===== src/verilog/sadc_pkg.sv =====
// Purpose: Shared constants and types for the SAR converter control block
// Assumes: One 25 MHz clock, synchronous active-high reset
// Notes on behaviour
// - Start high clears the approximation register.
// - Conversion begins when start falls.
// - Start during conversion restarts the sequence.
// - Done low while converting, high after.
// - Channel address captured on latch rising edge.
// - Address bit zero is least significant.
// - Result bit zero is least significant.
// - Expansion low disconnects all internal channels; the sample-hold variant ignores it.
// - Output control high drives, low floats.
// - Sample-hold variant: start latches address, samples.
// - Conversion end loads result into latch.
// - Each trial selects a divider tap.
// - Sixteen channels large, eight otherwise.
`default_nettype none
package sadc_pkg;
	localparam int unsigned ADDR_W      = 32'd8;
	localparam int unsigned RES_W       = 8;
	localparam int unsigned CHAN_BIG    = 16;
	localparam int unsigned CHAN_SMALL  = 8;
	localparam logic [11:0] OFF_CTRL    = 12'h000;
	localparam logic [11:0] OFF_STATUS  = 12'h004;
	localparam logic [11:0] OFF_RESULT  = 12'h008;
	localparam logic [11:0] OFF_IRQ_ST  = 12'h00c;
	localparam logic [11:0] OFF_IRQ_MSK = 12'h010;
	localparam int unsigned CTRL_START  = 0;
	localparam int unsigned CTRL_ALE    = 1;
	localparam int unsigned CTRL_OE     = 2;
	localparam int unsigned CTRL_EXPN   = 3;
	localparam int unsigned CTRL_ADDR   = 4;
	localparam logic [31:0] CTRL_RESET  = 32'h0000_0008;
	localparam logic [1:0]  RESP_OKAY   = 2'h0;
	localparam logic [1:0]  RESP_SLVERR = 2'h2;
	typedef enum logic [1:0] {
		SADC_IDLE,
		SADC_HOLD,
		SADC_TRIAL,
		SADC_LOAD
	} sadc_state_t;
	// Field order mirrors the control word: address on top, start at bit zero
	typedef struct packed {
		logic [3:0] addr;
		logic       expn_n;
		logic       oe;
		logic       ale;
		logic       start;
	} sadc_ctrl_t;
endpackage
`default_nettype wire


===== src/verilog/sadc_sar.sv =====
// Purpose: Successive approximation sequencer with result latch
// Assumes: Comparator answer valid in the cycle its tap is shown
// Notes: Start is level sensitive and acts as the register reset
`default_nettype none
module sadc_sar
	import sadc_pkg::*;
#(
	parameter int unsigned WIDTH = RES_W
) (
	input  wire logic             i_clock,
	input  wire logic             i_rst,
	input  wire logic             i_start,
	input  wire logic             i_cmp_le,
	output logic      [WIDTH-1:0] o_tap,
	output logic      [WIDTH-1:0] o_result,
	output logic                  o_done,
	output logic                  o_sample,
	output logic                  o_eoc_pulse
);
	sadc_state_t      state_q;
	logic [WIDTH-1:0] sar_q;
	logic [WIDTH-1:0] bit_q;
	logic             start_q;
	logic [WIDTH-1:0] kept_w;

	// Keep bit only if tap does not exceed input
	assign kept_w = i_cmp_le ? sar_q : (sar_q & ~bit_q);

	always_ff @(posedge i_clock) begin
		if (i_rst)
			start_q <= 1'b0;
		else
			start_q <= i_start;
	end

	always_ff @(posedge i_clock) begin
		if (i_rst) begin
			state_q     <= SADC_IDLE;
			sar_q       <= '0;
			bit_q       <= '0;
			o_result    <= '0;
			o_done      <= 1'b0;
			o_eoc_pulse <= 1'b0;
		end else begin
			o_eoc_pulse <= 1'b0;
			if (i_start) begin
				state_q <= SADC_HOLD;
				sar_q   <= '0;
				bit_q   <= '0;
				o_done  <= 1'b0;
			end else begin
				case (state_q)
					SADC_IDLE: begin
					end
					SADC_HOLD: begin
						if (start_q) begin
							state_q <= SADC_TRIAL;
							bit_q   <= {1'b1, {(WIDTH-1){1'b0}}};
							sar_q   <= {1'b1, {(WIDTH-1){1'b0}}};
						end
					end
					SADC_TRIAL: begin
						if (bit_q[0]) begin
							sar_q   <= kept_w;
							state_q <= SADC_LOAD;
						end else begin
							sar_q <= kept_w | (bit_q >> 1);
							bit_q <= bit_q >> 1;
						end
					end
					SADC_LOAD: begin
						o_result    <= sar_q;
						o_done      <= 1'b1;
						o_eoc_pulse <= 1'b1;
						state_q     <= SADC_IDLE;
					end
					default: state_q <= SADC_IDLE;
				endcase
			end
		end
	end

	assign o_tap    = sar_q;
	assign o_sample = i_start;

	a_done_after_load: assert property (@(posedge i_clock) disable iff (i_rst)
		state_q == SADC_LOAD && !i_start |=> o_done && o_result == $past(sar_q))
		else $error("done or result not updated at load");
	a_start_clears: assert property (@(posedge i_clock) disable iff (i_rst)
		i_start |=> sar_q == '0 && !o_done)
		else $error("start did not clear register");
	a_trial_length: assert property (@(posedge i_clock) disable iff (i_rst)
		state_q == SADC_HOLD && start_q && !i_start ##1 !i_start [*8] ##1 !i_start |=> o_done)
		else $error("conversion did not finish in eight trials");
	a_done_low_busy: assert property (@(posedge i_clock) disable iff (i_rst)
		state_q == SADC_TRIAL |-> !o_done)
		else $error("done high during conversion");
	c_full_conv: cover property (@(posedge i_clock) $rose(o_done));
	c_restart: cover property (@(posedge i_clock) state_q == SADC_TRIAL && i_start);
endmodule
`default_nettype wire


===== src/verilog/sadc_top.sv =====
// Purpose: AXI4-Lite controlled SAR converter with channel multiplexer
// Assumes: Comparator result arrives as a synchronous input
// Notes: Start, latch enable and output control are register bits
//
// Implementation choices: the AXI4-Lite register port and the register addresses.
`default_nettype none
module sadc_top
	import sadc_pkg::*;
#(
	parameter bit SAMPLE_HOLD = 1'b0,
	parameter bit BIG_MUX     = 1'b1
) (
	input  wire logic              i_clock,
	input  wire logic              i_rst,
	input  wire logic [ADDR_W-1:0] i_awaddr,
	input  wire logic              i_awvalid,
	output logic                   o_awready,
	input  wire logic [31:0]       i_wdata,
	input  wire logic [3:0]        i_wstrb,
	input  wire logic              i_wvalid,
	output logic                   o_wready,
	output logic [1:0]             o_bresp,
	output logic                   o_bvalid,
	input  wire logic              i_bready,
	input  wire logic [ADDR_W-1:0] i_araddr,
	input  wire logic              i_arvalid,
	output logic                   o_arready,
	output logic [31:0]            o_rdata,
	output logic [1:0]             o_rresp,
	output logic                   o_rvalid,
	input  wire logic              i_rready,
	input  wire logic              i_cmp_le,
	output logic [RES_W-1:0]       o_tap,
	output logic [CHAN_BIG-1:0]    o_chan_sel,
	output logic                   o_sample,
	output logic [RES_W-1:0]       o_result_out,
	output logic [RES_W-1:0]       o_result_oe,
	output logic                   o_done,
	output logic                   o_irq
);
	sadc_ctrl_t       ctrl_q;
	logic [3:0]       chan_q;
	logic             ale_q;
	logic [1:0]       irq_st_q;
	logic [1:0]       irq_msk_q;
	logic [ADDR_W-1:0] aw_q;
	logic [31:0]      w_q;
	logic             aw_have_q;
	logic             w_have_q;
	logic [RES_W-1:0] tap_w;
	logic [RES_W-1:0] result_w;
	logic             done_w;
	logic             sample_w;
	logic             eoc_w;
	logic             done_q;
	logic             wr_go;
	logic             latch_edge;
	logic [3:0]       chan_d;
	logic [1:0]       irq_clr;

	function automatic logic [11:0] word_off(input logic [ADDR_W-1:0] a);
		return {{(12-ADDR_W){1'b0}}, a[ADDR_W-1:2], 2'b00};
	endfunction

	sadc_sar #(
		.WIDTH(RES_W)
	) u_sar (
		.i_clock    (i_clock),
		.i_rst      (i_rst),
		.i_start    (ctrl_q.start),
		.i_cmp_le   (i_cmp_le),
		.o_tap      (tap_w),
		.o_result   (result_w),
		.o_done     (done_w),
		.o_sample   (sample_w),
		.o_eoc_pulse(eoc_w)
	);

	// Write channel: address and data accepted in either order
	assign wr_go = aw_have_q && w_have_q && !o_bvalid;

	always_ff @(posedge i_clock) begin
		if (i_rst) begin
			aw_have_q <= 1'b0;
			w_have_q  <= 1'b0;
			aw_q      <= '0;
			w_q       <= '0;
			o_awready <= 1'b0;
			o_wready  <= 1'b0;
			o_bvalid  <= 1'b0;
			o_bresp   <= RESP_OKAY;
		end else begin
			o_awready <= !aw_have_q && !(o_awready && i_awvalid);
			o_wready  <= !w_have_q && !(o_wready && i_wvalid);
			if (o_awready && i_awvalid) begin
				aw_have_q <= 1'b1;
				aw_q      <= i_awaddr;
			end
			if (o_wready && i_wvalid) begin
				w_have_q <= 1'b1;
				w_q      <= i_wdata & {{8{i_wstrb[3]}}, {8{i_wstrb[2]}}, {8{i_wstrb[1]}}, {8{i_wstrb[0]}}};
			end
			if (wr_go) begin
				aw_have_q <= 1'b0;
				w_have_q  <= 1'b0;
				o_bvalid  <= 1'b1;
				case (word_off(aw_q))
					OFF_CTRL, OFF_IRQ_ST, OFF_IRQ_MSK: o_bresp <= RESP_OKAY;
					default:                           o_bresp <= RESP_SLVERR;
				endcase
			end else if (o_bvalid && i_bready) begin
				o_bvalid <= 1'b0;
			end
		end
	end

	// Strobes are partial-write masked to zero; control keeps whole word semantics
	always_ff @(posedge i_clock) begin
		if (i_rst) begin
			ctrl_q    <= sadc_ctrl_t'(CTRL_RESET[7:0]);
			irq_msk_q <= 2'h0;
		end else if (wr_go) begin
			if (word_off(aw_q) == OFF_CTRL) begin
				ctrl_q.start  <= w_q[CTRL_START];
				ctrl_q.ale    <= w_q[CTRL_ALE];
				ctrl_q.oe     <= w_q[CTRL_OE];
				ctrl_q.expn_n <= w_q[CTRL_EXPN];
				ctrl_q.addr   <= w_q[CTRL_ADDR +: 4];
			end
			if (word_off(aw_q) == OFF_IRQ_MSK)
				irq_msk_q <= w_q[1:0];
		end
	end

	// Sample-hold part uses start as latch enable
	assign latch_edge = SAMPLE_HOLD ? (ctrl_q.start && !ale_q) : (ctrl_q.ale && !ale_q);
	assign chan_d = BIG_MUX ? ctrl_q.addr : {1'b0, ctrl_q.addr[2:0]};

	always_ff @(posedge i_clock) begin
		if (i_rst) begin
			ale_q  <= 1'b0;
			chan_q <= 4'h0;
		end else begin
			ale_q <= SAMPLE_HOLD ? ctrl_q.start : ctrl_q.ale;
			if (latch_edge)
				chan_q <= chan_d;
		end
	end

	always_ff @(posedge i_clock) begin
		if (i_rst)
			o_chan_sel <= '0;
		else if (!SAMPLE_HOLD && !ctrl_q.expn_n)
			o_chan_sel <= '0;
		else
			o_chan_sel <= CHAN_BIG'(1) << chan_q;
	end

	// Tap comes straight from the trial register so the comparator answers the current trial
	assign o_tap = tap_w;

	always_ff @(posedge i_clock) begin
		if (i_rst) begin
			o_result_out <= '0;
			o_result_oe  <= '0;
			o_sample     <= 1'b0;
			o_done       <= 1'b0;
			done_q       <= 1'b0;
		end else begin
			o_result_out <= result_w;
			o_result_oe  <= {RES_W{ctrl_q.oe}};
			o_sample     <= SAMPLE_HOLD && sample_w;
			o_done       <= done_w;
			done_q       <= done_w;
		end
	end

	// Bit 0 conversion done, bit 1 reserved; set wins over clear
	assign irq_clr = (wr_go && word_off(aw_q) == OFF_IRQ_ST) ? w_q[1:0] : 2'h0;

	always_ff @(posedge i_clock) begin
		if (i_rst) begin
			irq_st_q <= 2'h0;
			o_irq    <= 1'b0;
		end else begin
			irq_st_q <= (irq_st_q & ~irq_clr) | {1'b0, eoc_w};
			o_irq    <= |(irq_st_q & irq_msk_q);
		end
	end

	always_ff @(posedge i_clock) begin
		if (i_rst) begin
			o_arready <= 1'b0;
			o_rvalid  <= 1'b0;
			o_rdata   <= '0;
			o_rresp   <= RESP_OKAY;
		end else begin
			o_arready <= !o_rvalid && !(o_arready && i_arvalid);
			if (o_arready && i_arvalid) begin
				o_rvalid <= 1'b1;
				o_rresp  <= RESP_OKAY;
				case (word_off(i_araddr))
					OFF_CTRL:    o_rdata <= {24'h0, ctrl_q};
					OFF_STATUS:  o_rdata <= {23'h0, done_q, 4'h0, chan_q};
					OFF_RESULT:  o_rdata <= {24'h0, result_w};
					OFF_IRQ_ST:  o_rdata <= {30'h0, irq_st_q};
					OFF_IRQ_MSK: o_rdata <= {30'h0, irq_msk_q};
					default: begin
						o_rdata <= '0;
						o_rresp <= RESP_SLVERR;
					end
				endcase
			end else if (o_rvalid && i_rready) begin
				o_rvalid <= 1'b0;
			end
		end
	end

	a_chan_latched: assert property (@(posedge i_clock) disable iff (i_rst)
		latch_edge |=> chan_q == $past(chan_d))
		else $error("channel not captured on latch edge");
	a_expn_off: assert property (@(posedge i_clock) disable iff (i_rst)
		!SAMPLE_HOLD && !ctrl_q.expn_n |=> o_chan_sel == '0)
		else $error("channels connected while expansion active");
	a_oe_follows: assert property (@(posedge i_clock) disable iff (i_rst)
		$changed(ctrl_q.oe) |=> o_result_oe == {RES_W{$past(ctrl_q.oe)}})
		else $error("output enable does not follow control");
	a_done_mirror: assert property (@(posedge i_clock) disable iff (i_rst)
		ctrl_q.start ##1 1'b1 |=> !o_done)
		else $error("done high after start");
	a_irq_level: assert property (@(posedge i_clock) disable iff (i_rst)
		(irq_st_q & irq_msk_q) != 2'h0 |=> o_irq)
		else $error("interrupt not raised");
	c_write: cover property (@(posedge i_clock) o_bvalid && i_bready);
	c_read: cover property (@(posedge i_clock) o_rvalid && i_rready);
	c_irq: cover property (@(posedge i_clock) $rose(o_irq));
endmodule
`default_nettype wire


===== config.mk =====
export PLATFORM = sky130hd
export DESIGN_NAME = sadc_top
export DESIGN_NICKNAME = d
export VERILOG_FILES = /design/src/verilog/sadc_pkg.sv /design/src/verilog/sadc_sar.sv /design/src/verilog/sadc_top.sv
export SDC_FILE = /design/constraint.sdc
export NUM_CORES = 1
export LEC_CHECK = 0
export BUFFER_PORTS_ARGS = -buffer_cell sky130_fd_sc_hd__buf_4
export CELL_PAD_IN_SITES_DETAIL_PLACEMENT = 1
export CELL_PAD_IN_SITES_GLOBAL_PLACEMENT = 1
export CORE_ASPECT_RATIO = 1.5
export CORE_UTILIZATION = 36
export CTS_CLUSTER_SIZE = 16
export DETAILED_ROUTE_END_ITERATION = 10
export GPL_TIMING_DRIVEN = 0
export HOLD_SLACK_MARGIN = 0.15
export MAX_ROUTING_LAYER = met4
export PLACE_DENSITY_LB_ADDON = 0.1
export SYNTH_ARGS = -nofsm -noshare
export SYNTH_HDL_FRONTEND = slang
export SYNTH_SLANG_ARGS = --single-unit

===== constraint.sdc =====
create_clock -name i_clock -period 2 [get_ports i_clock]
set_input_delay 0.5 -clock i_clock [delete_from_list [all_inputs] [get_ports i_clock]]
set_output_delay 0.5 -clock i_clock [all_outputs]
set_load 0.005 [all_outputs]

==> out/results.ini, run 1 <==
[status]
status = finished, final reports clean

[worst_hold_path]
whs_endpoint = aw_q[6]$_SDFFE_PP0P_
hold_depth = 3
min_path_type = in -> reg
worstHoldStart = i_awaddr[6]

[routing]
first_pass_iters = 4
vias = 3281
wl_met2_mm = 5.874
drt-total-wl_mm = 10.45
drc = 0
drt_iter0_drc = 79
wl_per_cell_um = 15.06
wl_met3_um = 358
ant_nets = 0
met1_length_mm = 3.933
vias_per_cell = 4.728
maxUsedRoutingLayer = met4

[global_route]
grt_overflow_total = 0
grt.total_usage = 0.1947
grt_antenna_before_repair = 0
grt_pass1_vias = 3346
grt_pass1_wl_mm = 16.69
grt_max_degree = 20

[cts]
numCtsBuffers = 9
post_cts_resized = 0
cts.reportedPaths.clkPinSlew_ps = 80
clk_latency_ps = 350
cts_buffer_depth = 2
clockRootBuffer = clkbuf_16
cts_sinks = 105
cts_tree = yes
htree_levels = 3
cts_setup_buffers = 0
cts-hold-fix-buffers = 0

[placement]
portBuffers = 84
post-dp-hpwl_mm = 8.073
place_congestion = 0.7666

[synth]
synth_seq_cells = 105
synth_edf_count = 0
synth_top_area_frac = 0.5184
async_reset_ff_frac = 0
synth_cell_types = 52
netlist_instances = 422
yosysWarnings = 0
ys.flop_type = dfxtp_1
avgSynthCellArea_sq_um = 9.609
yosysSeqAreaShare = 0.5184
synth_area_leaders = dfxtp_1 52%, buf_4 6.1%, mux2i_1 4.2%
yosysTopAreaCell = dfxtp_1
synth_area_sq_um = 4055

[floorplan]
coreArea_sq_um = 11000
dieArea_sq_um = 11700
start_util = 0.3688
io_pins = 144
die_y_um = 132.0
dieWidth_um = 88.66
num_rows = 47

[pwr]
switching_share = 0.2420
powerDensity_nw_per_um2 = 783.9
irDropWorstVdd_mv = 0.4000
switchingPower_mw = 0.9961
p_int_mw = 3.121
combPwrFrac = 0.066
pwr-share-clk = 0.414
pwr-share-seq = 0.520
p_leak_nw = 2.259

[final_layout]
drive_above_1_share = 0.2834
diodes = 0
nets = 606
final_cell_mix = 117 x buf_4, 105 x dfxtp_1, 44 x nand2_1, 39 x nor2_1, 33 x a21oi_1
syn_to_final_growth_pct = 29.50
final_common_cell = buf_4

[timing]
fmax_mhz = 539.1
finalCriticalPeriod_ps = 1855
tightest_slew_ps = 548.6
hold_violations = 0
finClkSkew_ps = 8.229
setup_viol_count_final = 0
maxSlewViolCount = 0
period_share = 0.9275
grt_setup_unrepaired = no
hold_ws_ps = 407.8
tns_ps = 0
max_slew_margin = 0.6315

[worst_setup_path]
slowest_stage = nor3_1
required_ps = 2250
r2r-end = u_sar.o_tap[4]$_SDFFE_PP0P_
crit_fanout = 6
arrival_ps = 2100
crit_path_start_kind = register
criticalPathCategory = reg -> reg
reg2reg_depth = 5
endpoint_kind = register
r2r_slack_ps = 150
r2r_start = u_sar.state_q[0]$_SDFFE_PP0P_
crit_chain = inv_1 > ha_1 > nor3_1 > nand2_1 > a32o_1
worst_path_largest_cell_delay_ps = 500

[run]
drv_cap = 0

==> worst max-delay path, delay by kind of cell, from the launching register on <==
kind                     cells  cell delay [ps]
buffers and inverters        1               70
flip-flops                   1              420
AND/OR/NAND/NOR              2              610
adder cells (fa/ha/maj)      1              390
AO/OA/AOI/OAI                1              270
==> final cells by class <==
cell class,count,area (sq um)
fill,1312,5746
sequential,105,2102
multi-input combinational,285,1692
timing repair buffer,84,630.6
buffer,52,336.6
clock buffer,9,225.2
tap,147,183.9
clock inverter,7,62.56
inverter,5,18.77
==> kinds of logic (layout without fill, tap and decap cells) <==
family | Yosys count | count (layout) | synth area share
AOI/OAI and AO/OA | 79 | 79 | 0.1250
buffers and inverters | 57 | 157 | 0.08763
DFF | 105 | 105 | 0.5184
other | 1 | 26 | 0.0009248
adders and majority gates | 4 | 4 | 0.01234
muxes | 19 | 19 | 0.05492
and+or+nand+nor | 157 | 157 | 0.2009
==> power groups by stage <==
stage,Sequential [mW],Clock (mW),Combinational [mW]
final,2.14,1.70,0.271
after global routing,2.15,1.83,0.300
after CTS,2.14,1.75,0.272
after detailed placement,2.19,0,0.270
after global placement,2.19,0,0.265
after floorplan,2.19,0,0.165
==> through the flow <==
stage	area, sq um	power (mW)	instances	utilization	setup slack [ps]
after CTS	5251	4.160	694	0.4775	149.5
after global placement	4964	2.455	678	0.4514	183.2
after detailed placement	4964	2.461	678	0.4514	170.4
after global routing	5251	4.276	694	0.4775	40.48
final	5251	4.117	694	0.4775	145.0
after floorplan	4149	2.350	447	-	358.5
==> how the worst max path moves through the flow <==
stage                                   from                           to  cells past startpoint
3_3_place_gp   u_sar.state_q[0]$_SDFFE_PP0P_  u_sar.o_tap[4]$_SDFFE_PP0P_                      6
6_report       u_sar.state_q[0]$_SDFFE_PP0P_  u_sar.o_tap[4]$_SDFFE_PP0P_                      5
3_5_place_dp   u_sar.state_q[0]$_SDFFE_PP0P_  u_sar.o_tap[4]$_SDFFE_PP0P_                      5
5_1_grt        u_sar.state_q[0]$_SDFFE_PP0P_  u_sar.bit_q[6]$_SDFFE_PP0P_                      7
2_1_floorplan  u_sar.state_q[0]$_SDFFE_PP0P_  u_sar.o_tap[6]$_SDFFE_PP0P_                      5
4_1_cts        u_sar.state_q[0]$_SDFFE_PP0P_  u_sar.o_tap[4]$_SDFFE_PP0P_                      6
==> Yosys cell counts (all sizes together), types with 2 or more instances <==
library cell,count
a32o,2
mux4,2
a21boi,5
nor3,13
o22a,11
clkbuf,6
dfxtp,105
nand2b,8
nor2b,18
or2,2
buf,46
nor2,40
nand4b,4
nand3,16
or3,3
nand2,44
or3b,2
inv,5
ha,4
mux2i,17
a22oi,5
o21ai,13
a21oi,34
==> registers in the layout, indices dropped and copies added (netlist names), 2 cells and up <==
signal          flops
u_sar.state_q       2
u_sar.o_result      8
aw_q                6
w_q                 8
chan_d              4
irq_msk_q           2
o_rdata             9
o_chan_sel         16
chan_q              4
ctrl_q              4
u_sar.o_tap         8
u_sar.bit_q         8
irq_st_q            2
o_result_out        8
==> routing by layer <==
layer	vias to the layer above	GRT usage
li1	1631	-
met1	1558	0.1932
met2	75	0.3581
met3	17	0.03256
met4	0	0.08781
met5	-	-
(Power assumes the default switching activity.)
==> run 2, diff against run 1 <==
--- a/config.mk
+++ b/config.mk
@@ -5,11 +5,12 @@
 export SDC_FILE = /design/constraint.sdc
 export NUM_CORES = 1
 export LEC_CHECK = 0
+export ABC_AREA = 1
 export BUFFER_PORTS_ARGS = -buffer_cell sky130_fd_sc_hd__buf_4
 export CELL_PAD_IN_SITES_DETAIL_PLACEMENT = 1
 export CELL_PAD_IN_SITES_GLOBAL_PLACEMENT = 1
 export CORE_ASPECT_RATIO = 1.5
-export CORE_UTILIZATION = 36
+export CORE_UTILIZATION = 35
 export CTS_CLUSTER_SIZE = 16
 export DETAILED_ROUTE_END_ITERATION = 10
 export GPL_TIMING_DRIVEN = 0
==> out/results.ini, run 2 <==
[status]
status = finished, final reports clean

[floorplan]
coreArea_sq_um = 11590
die_y_um = 135.9
num_rows = 48
io_pins = 144
dieArea_sq_um = 12400
start_util = 0.3609
dieWidth_um = 91.26

[cts]
post_cts_resized = 0
cts-hold-fix-buffers = 0
cts_tree = yes
clockRootBuffer = clkbuf_16
cts_sinks = 105
numCtsBuffers = 9
cts_setup_buffers = 0
clk_latency_ps = 350
cts_buffer_depth = 2
htree_levels = 3
cts.reportedPaths.clkPinSlew_ps = 70

[routing]
ant_nets = 0
vias = 3685
drt-total-wl_mm = 11.06
wl_per_cell_um = 13.77
first_pass_iters = 4
drt_iter0_drc = 92
drc = 0
vias_per_cell = 4.589

[worst_setup_path]
crit_path_start_kind = register
criticalPathCategory = reg -> reg
cp_num_cells = 6
required_ps = 2240
slowest_stage = dfxtp_1
endpoint_kind = register
crit_fanout = 10
crit_chain = inv_1 > ha_1 > nor2_2 > buf_2 > nand3_1 > and3_1
path_buf_inv = 2
r2r-end = u_sar.o_tap[0]$_SDFFE_PP0P_
worst_path_largest_cell_delay_ps = 410
r2r_slack_ps = 370
arrival_ps = 1870
r2r_start = u_sar.state_q[0]$_SDFFE_PP0P_
reg2reg_depth = 6
crit_family = simple AND/OR/NAND/NOR gates

[pwr]
irDropWorstVdd_mv = 0.4447
powerDensity_nw_per_um2 = 793.0
power_mw = 4.270
p_leak_nw = 2.410

[synth]
yosysSeqAreaShare = 0.5025
avgSynthCellArea_sq_um = 7.937
post-synth-top-count-cell = dfxtp_1
synth_area_sq_um = 4183
synth_top_area_frac = 0.5025
synth_seq_cells = 105
synth_cell_types = 28
synth_edf_count = 0
yosysTopAreaCell = dfxtp_1
synth_area_leaders = dfxtp_1 50%, a21oi_1 6.7%, nand2_1 6.6%
synth_common_cells = 105 x dfxtp_1, 74 x nand2_1, 70 x nor2_1, 56 x a21oi_1, 48 x inv_1
ys.flop_type = dfxtp_1
yosysWarnings = 0
async_reset_ff_frac = 0
netlist_instances = 527

[global_route]
grt_pass1_vias = 3796
grtUsageMet1 = 0.1906
grt_use_met2 = 0.3687
grt_overflow_total = 0
grt_max_degree = 18
grt-busiest-layer = met2
use_met3 = 0.03635
grt.total_usage = 0.1917
grt_antenna_before_repair = 0
grt_pass1_wl_mm = 18.07

[placement]
place_congestion = 0.8374
portBuffers = 85
post-dp-hpwl_mm = 8.724
preCtsSetupSlack_ps = 331.6

[timing]
fin_ws_ps = 367.3
max_slew_margin = 0.6449
finalCriticalPeriod_ps = 1633
fmax_mhz = 612.5
hold_violations = 0
period_share = 0.8164
tns_ps = 0
maxSlewViolCount = 0
grt_setup_unrepaired = no
setup_viol_count_final = 0
finClkSkew_ps = 7.805
tightest_slew_ps = 532.7

[final_layout]
top_regs = o_chan_sel: 16 flops, o_rdata: 9 flops
syn_to_final_growth_pct = 28.72
drive_above_1_share = 0.2603
final_common_cell = buf_4
nets = 712
final_cell_mix = 119 x buf_4, 105 x dfxtp_1, 74 x nand2_1, 70 x nor2_1, 56 x a21oi_1
diodes = 0
top_register = o_chan_sel
largest_register_ffs = 16

[worst_hold_path]
hold_depth = 3
min_path_type = in -> reg
whs_endpoint = aw_q[2]$_SDFFE_PP0P_
worstHoldStart = i_awaddr[2]

[run]
drv_cap = 0

==> run 2: per-layer routing <==
metal	wire (um)	vias to the layer above
met3	389	23
met1	4153	1709
li1	-	1878
met5	0	-
met2	6288	75
met4	226	0
==> run 2: final cells by class <==
type | instances | area [sq um]
Sequential cell | 105 | 2102
Tap cell | 150 | 187.7
Timing Repair Buffer | 85 | 638.1
Clock inverter | 5 | 38.79
Buffer | 47 | 314.1
Fill cell | 1475 | 6207
Inverter | 56 | 210.2
Multi-Input combinational cell | 344 | 1650
Clock buffer | 11 | 242.7
==> run 2: per-stage QoR <==
| stage | cells | instance area (sq um) | util | hold slack [ps] |
|---|---|---|---|---|
| after CTS | 803 | 5384 | 0.4645 | 411.3 |
| after global routing | 803 | 5384 | 0.4645 | 421.9 |
| final | 803 | 5384 | 0.4645 | 416.9 |
| after detailed placement | 787 | 5102 | 0.4402 | 430.0 |
| after floorplan | 552 | 4277 | - | 410.1 |
| after global placement | 787 | 5102 | 0.4402 | 422.2 |
==> run 2: worst register-to-register path, stage by stage, from the launching register on <==
cell and delay, ps:
dfxtp_1 410, inv_1 60, ha_1 300, nor2_2 200, buf_2 250, nand3_1 110, and3_1 200
==> run 2: worst max path at each step <==
| stage | end | slack [ps] | from |
|---|---|---|---|
| 6_report | u_sar.o_tap[0]$_SDFFE_PP0P_ | 370 | u_sar.state_q[0]$_SDFFE_PP0P_ |
| 5_1_grt | u_sar.o_tap[0]$_SDFFE_PP0P_ | 260 | u_sar.state_q[0]$_SDFFE_PP0P_ |
| 4_1_cts | u_sar.o_tap[0]$_SDFFE_PP0P_ | 350 | u_sar.state_q[0]$_SDFFE_PP0P_ |
| 3_5_place_dp | ctrl_q[0]$_SDFFE_PP0P_ | 330 | i_rst |
| 3_3_place_gp | ctrl_q[0]$_SDFFE_PP0P_ | 370 | i_rst |
| 2_1_floorplan | u_sar.o_tap[0]$_SDFFE_PP0P_ | 580 | u_sar.state_q[0]$_SDFFE_PP0P_ |
==> run 2: report_power, final <==
| part | leakage (nW) | total, mW | switching, mW | internal, mW |
|---|---|---|---|---|
| sequential | 0.850 | 2.17 | 0.0345 | 2.14 |
| clock | 0.137 | 1.68 | 0.792 | 0.889 |
| combinational | 1.42 | 0.417 | 0.249 | 0.168 |
| total | 2.41 | 4.27 | 1.08 | 3.19 |
==> run 2: cell families (layout without fill, tap and decap cells) <==
logic type	count (synthesis)	in the layout	synth area share
fa+ha+maj	4	4	0.01197
compound gates	103	103	0.1307
flops	105	105	0.5025
other cells	1	26	0.0008965
simple gates	211	211	0.2285
buf+inv	103	204	0.1253
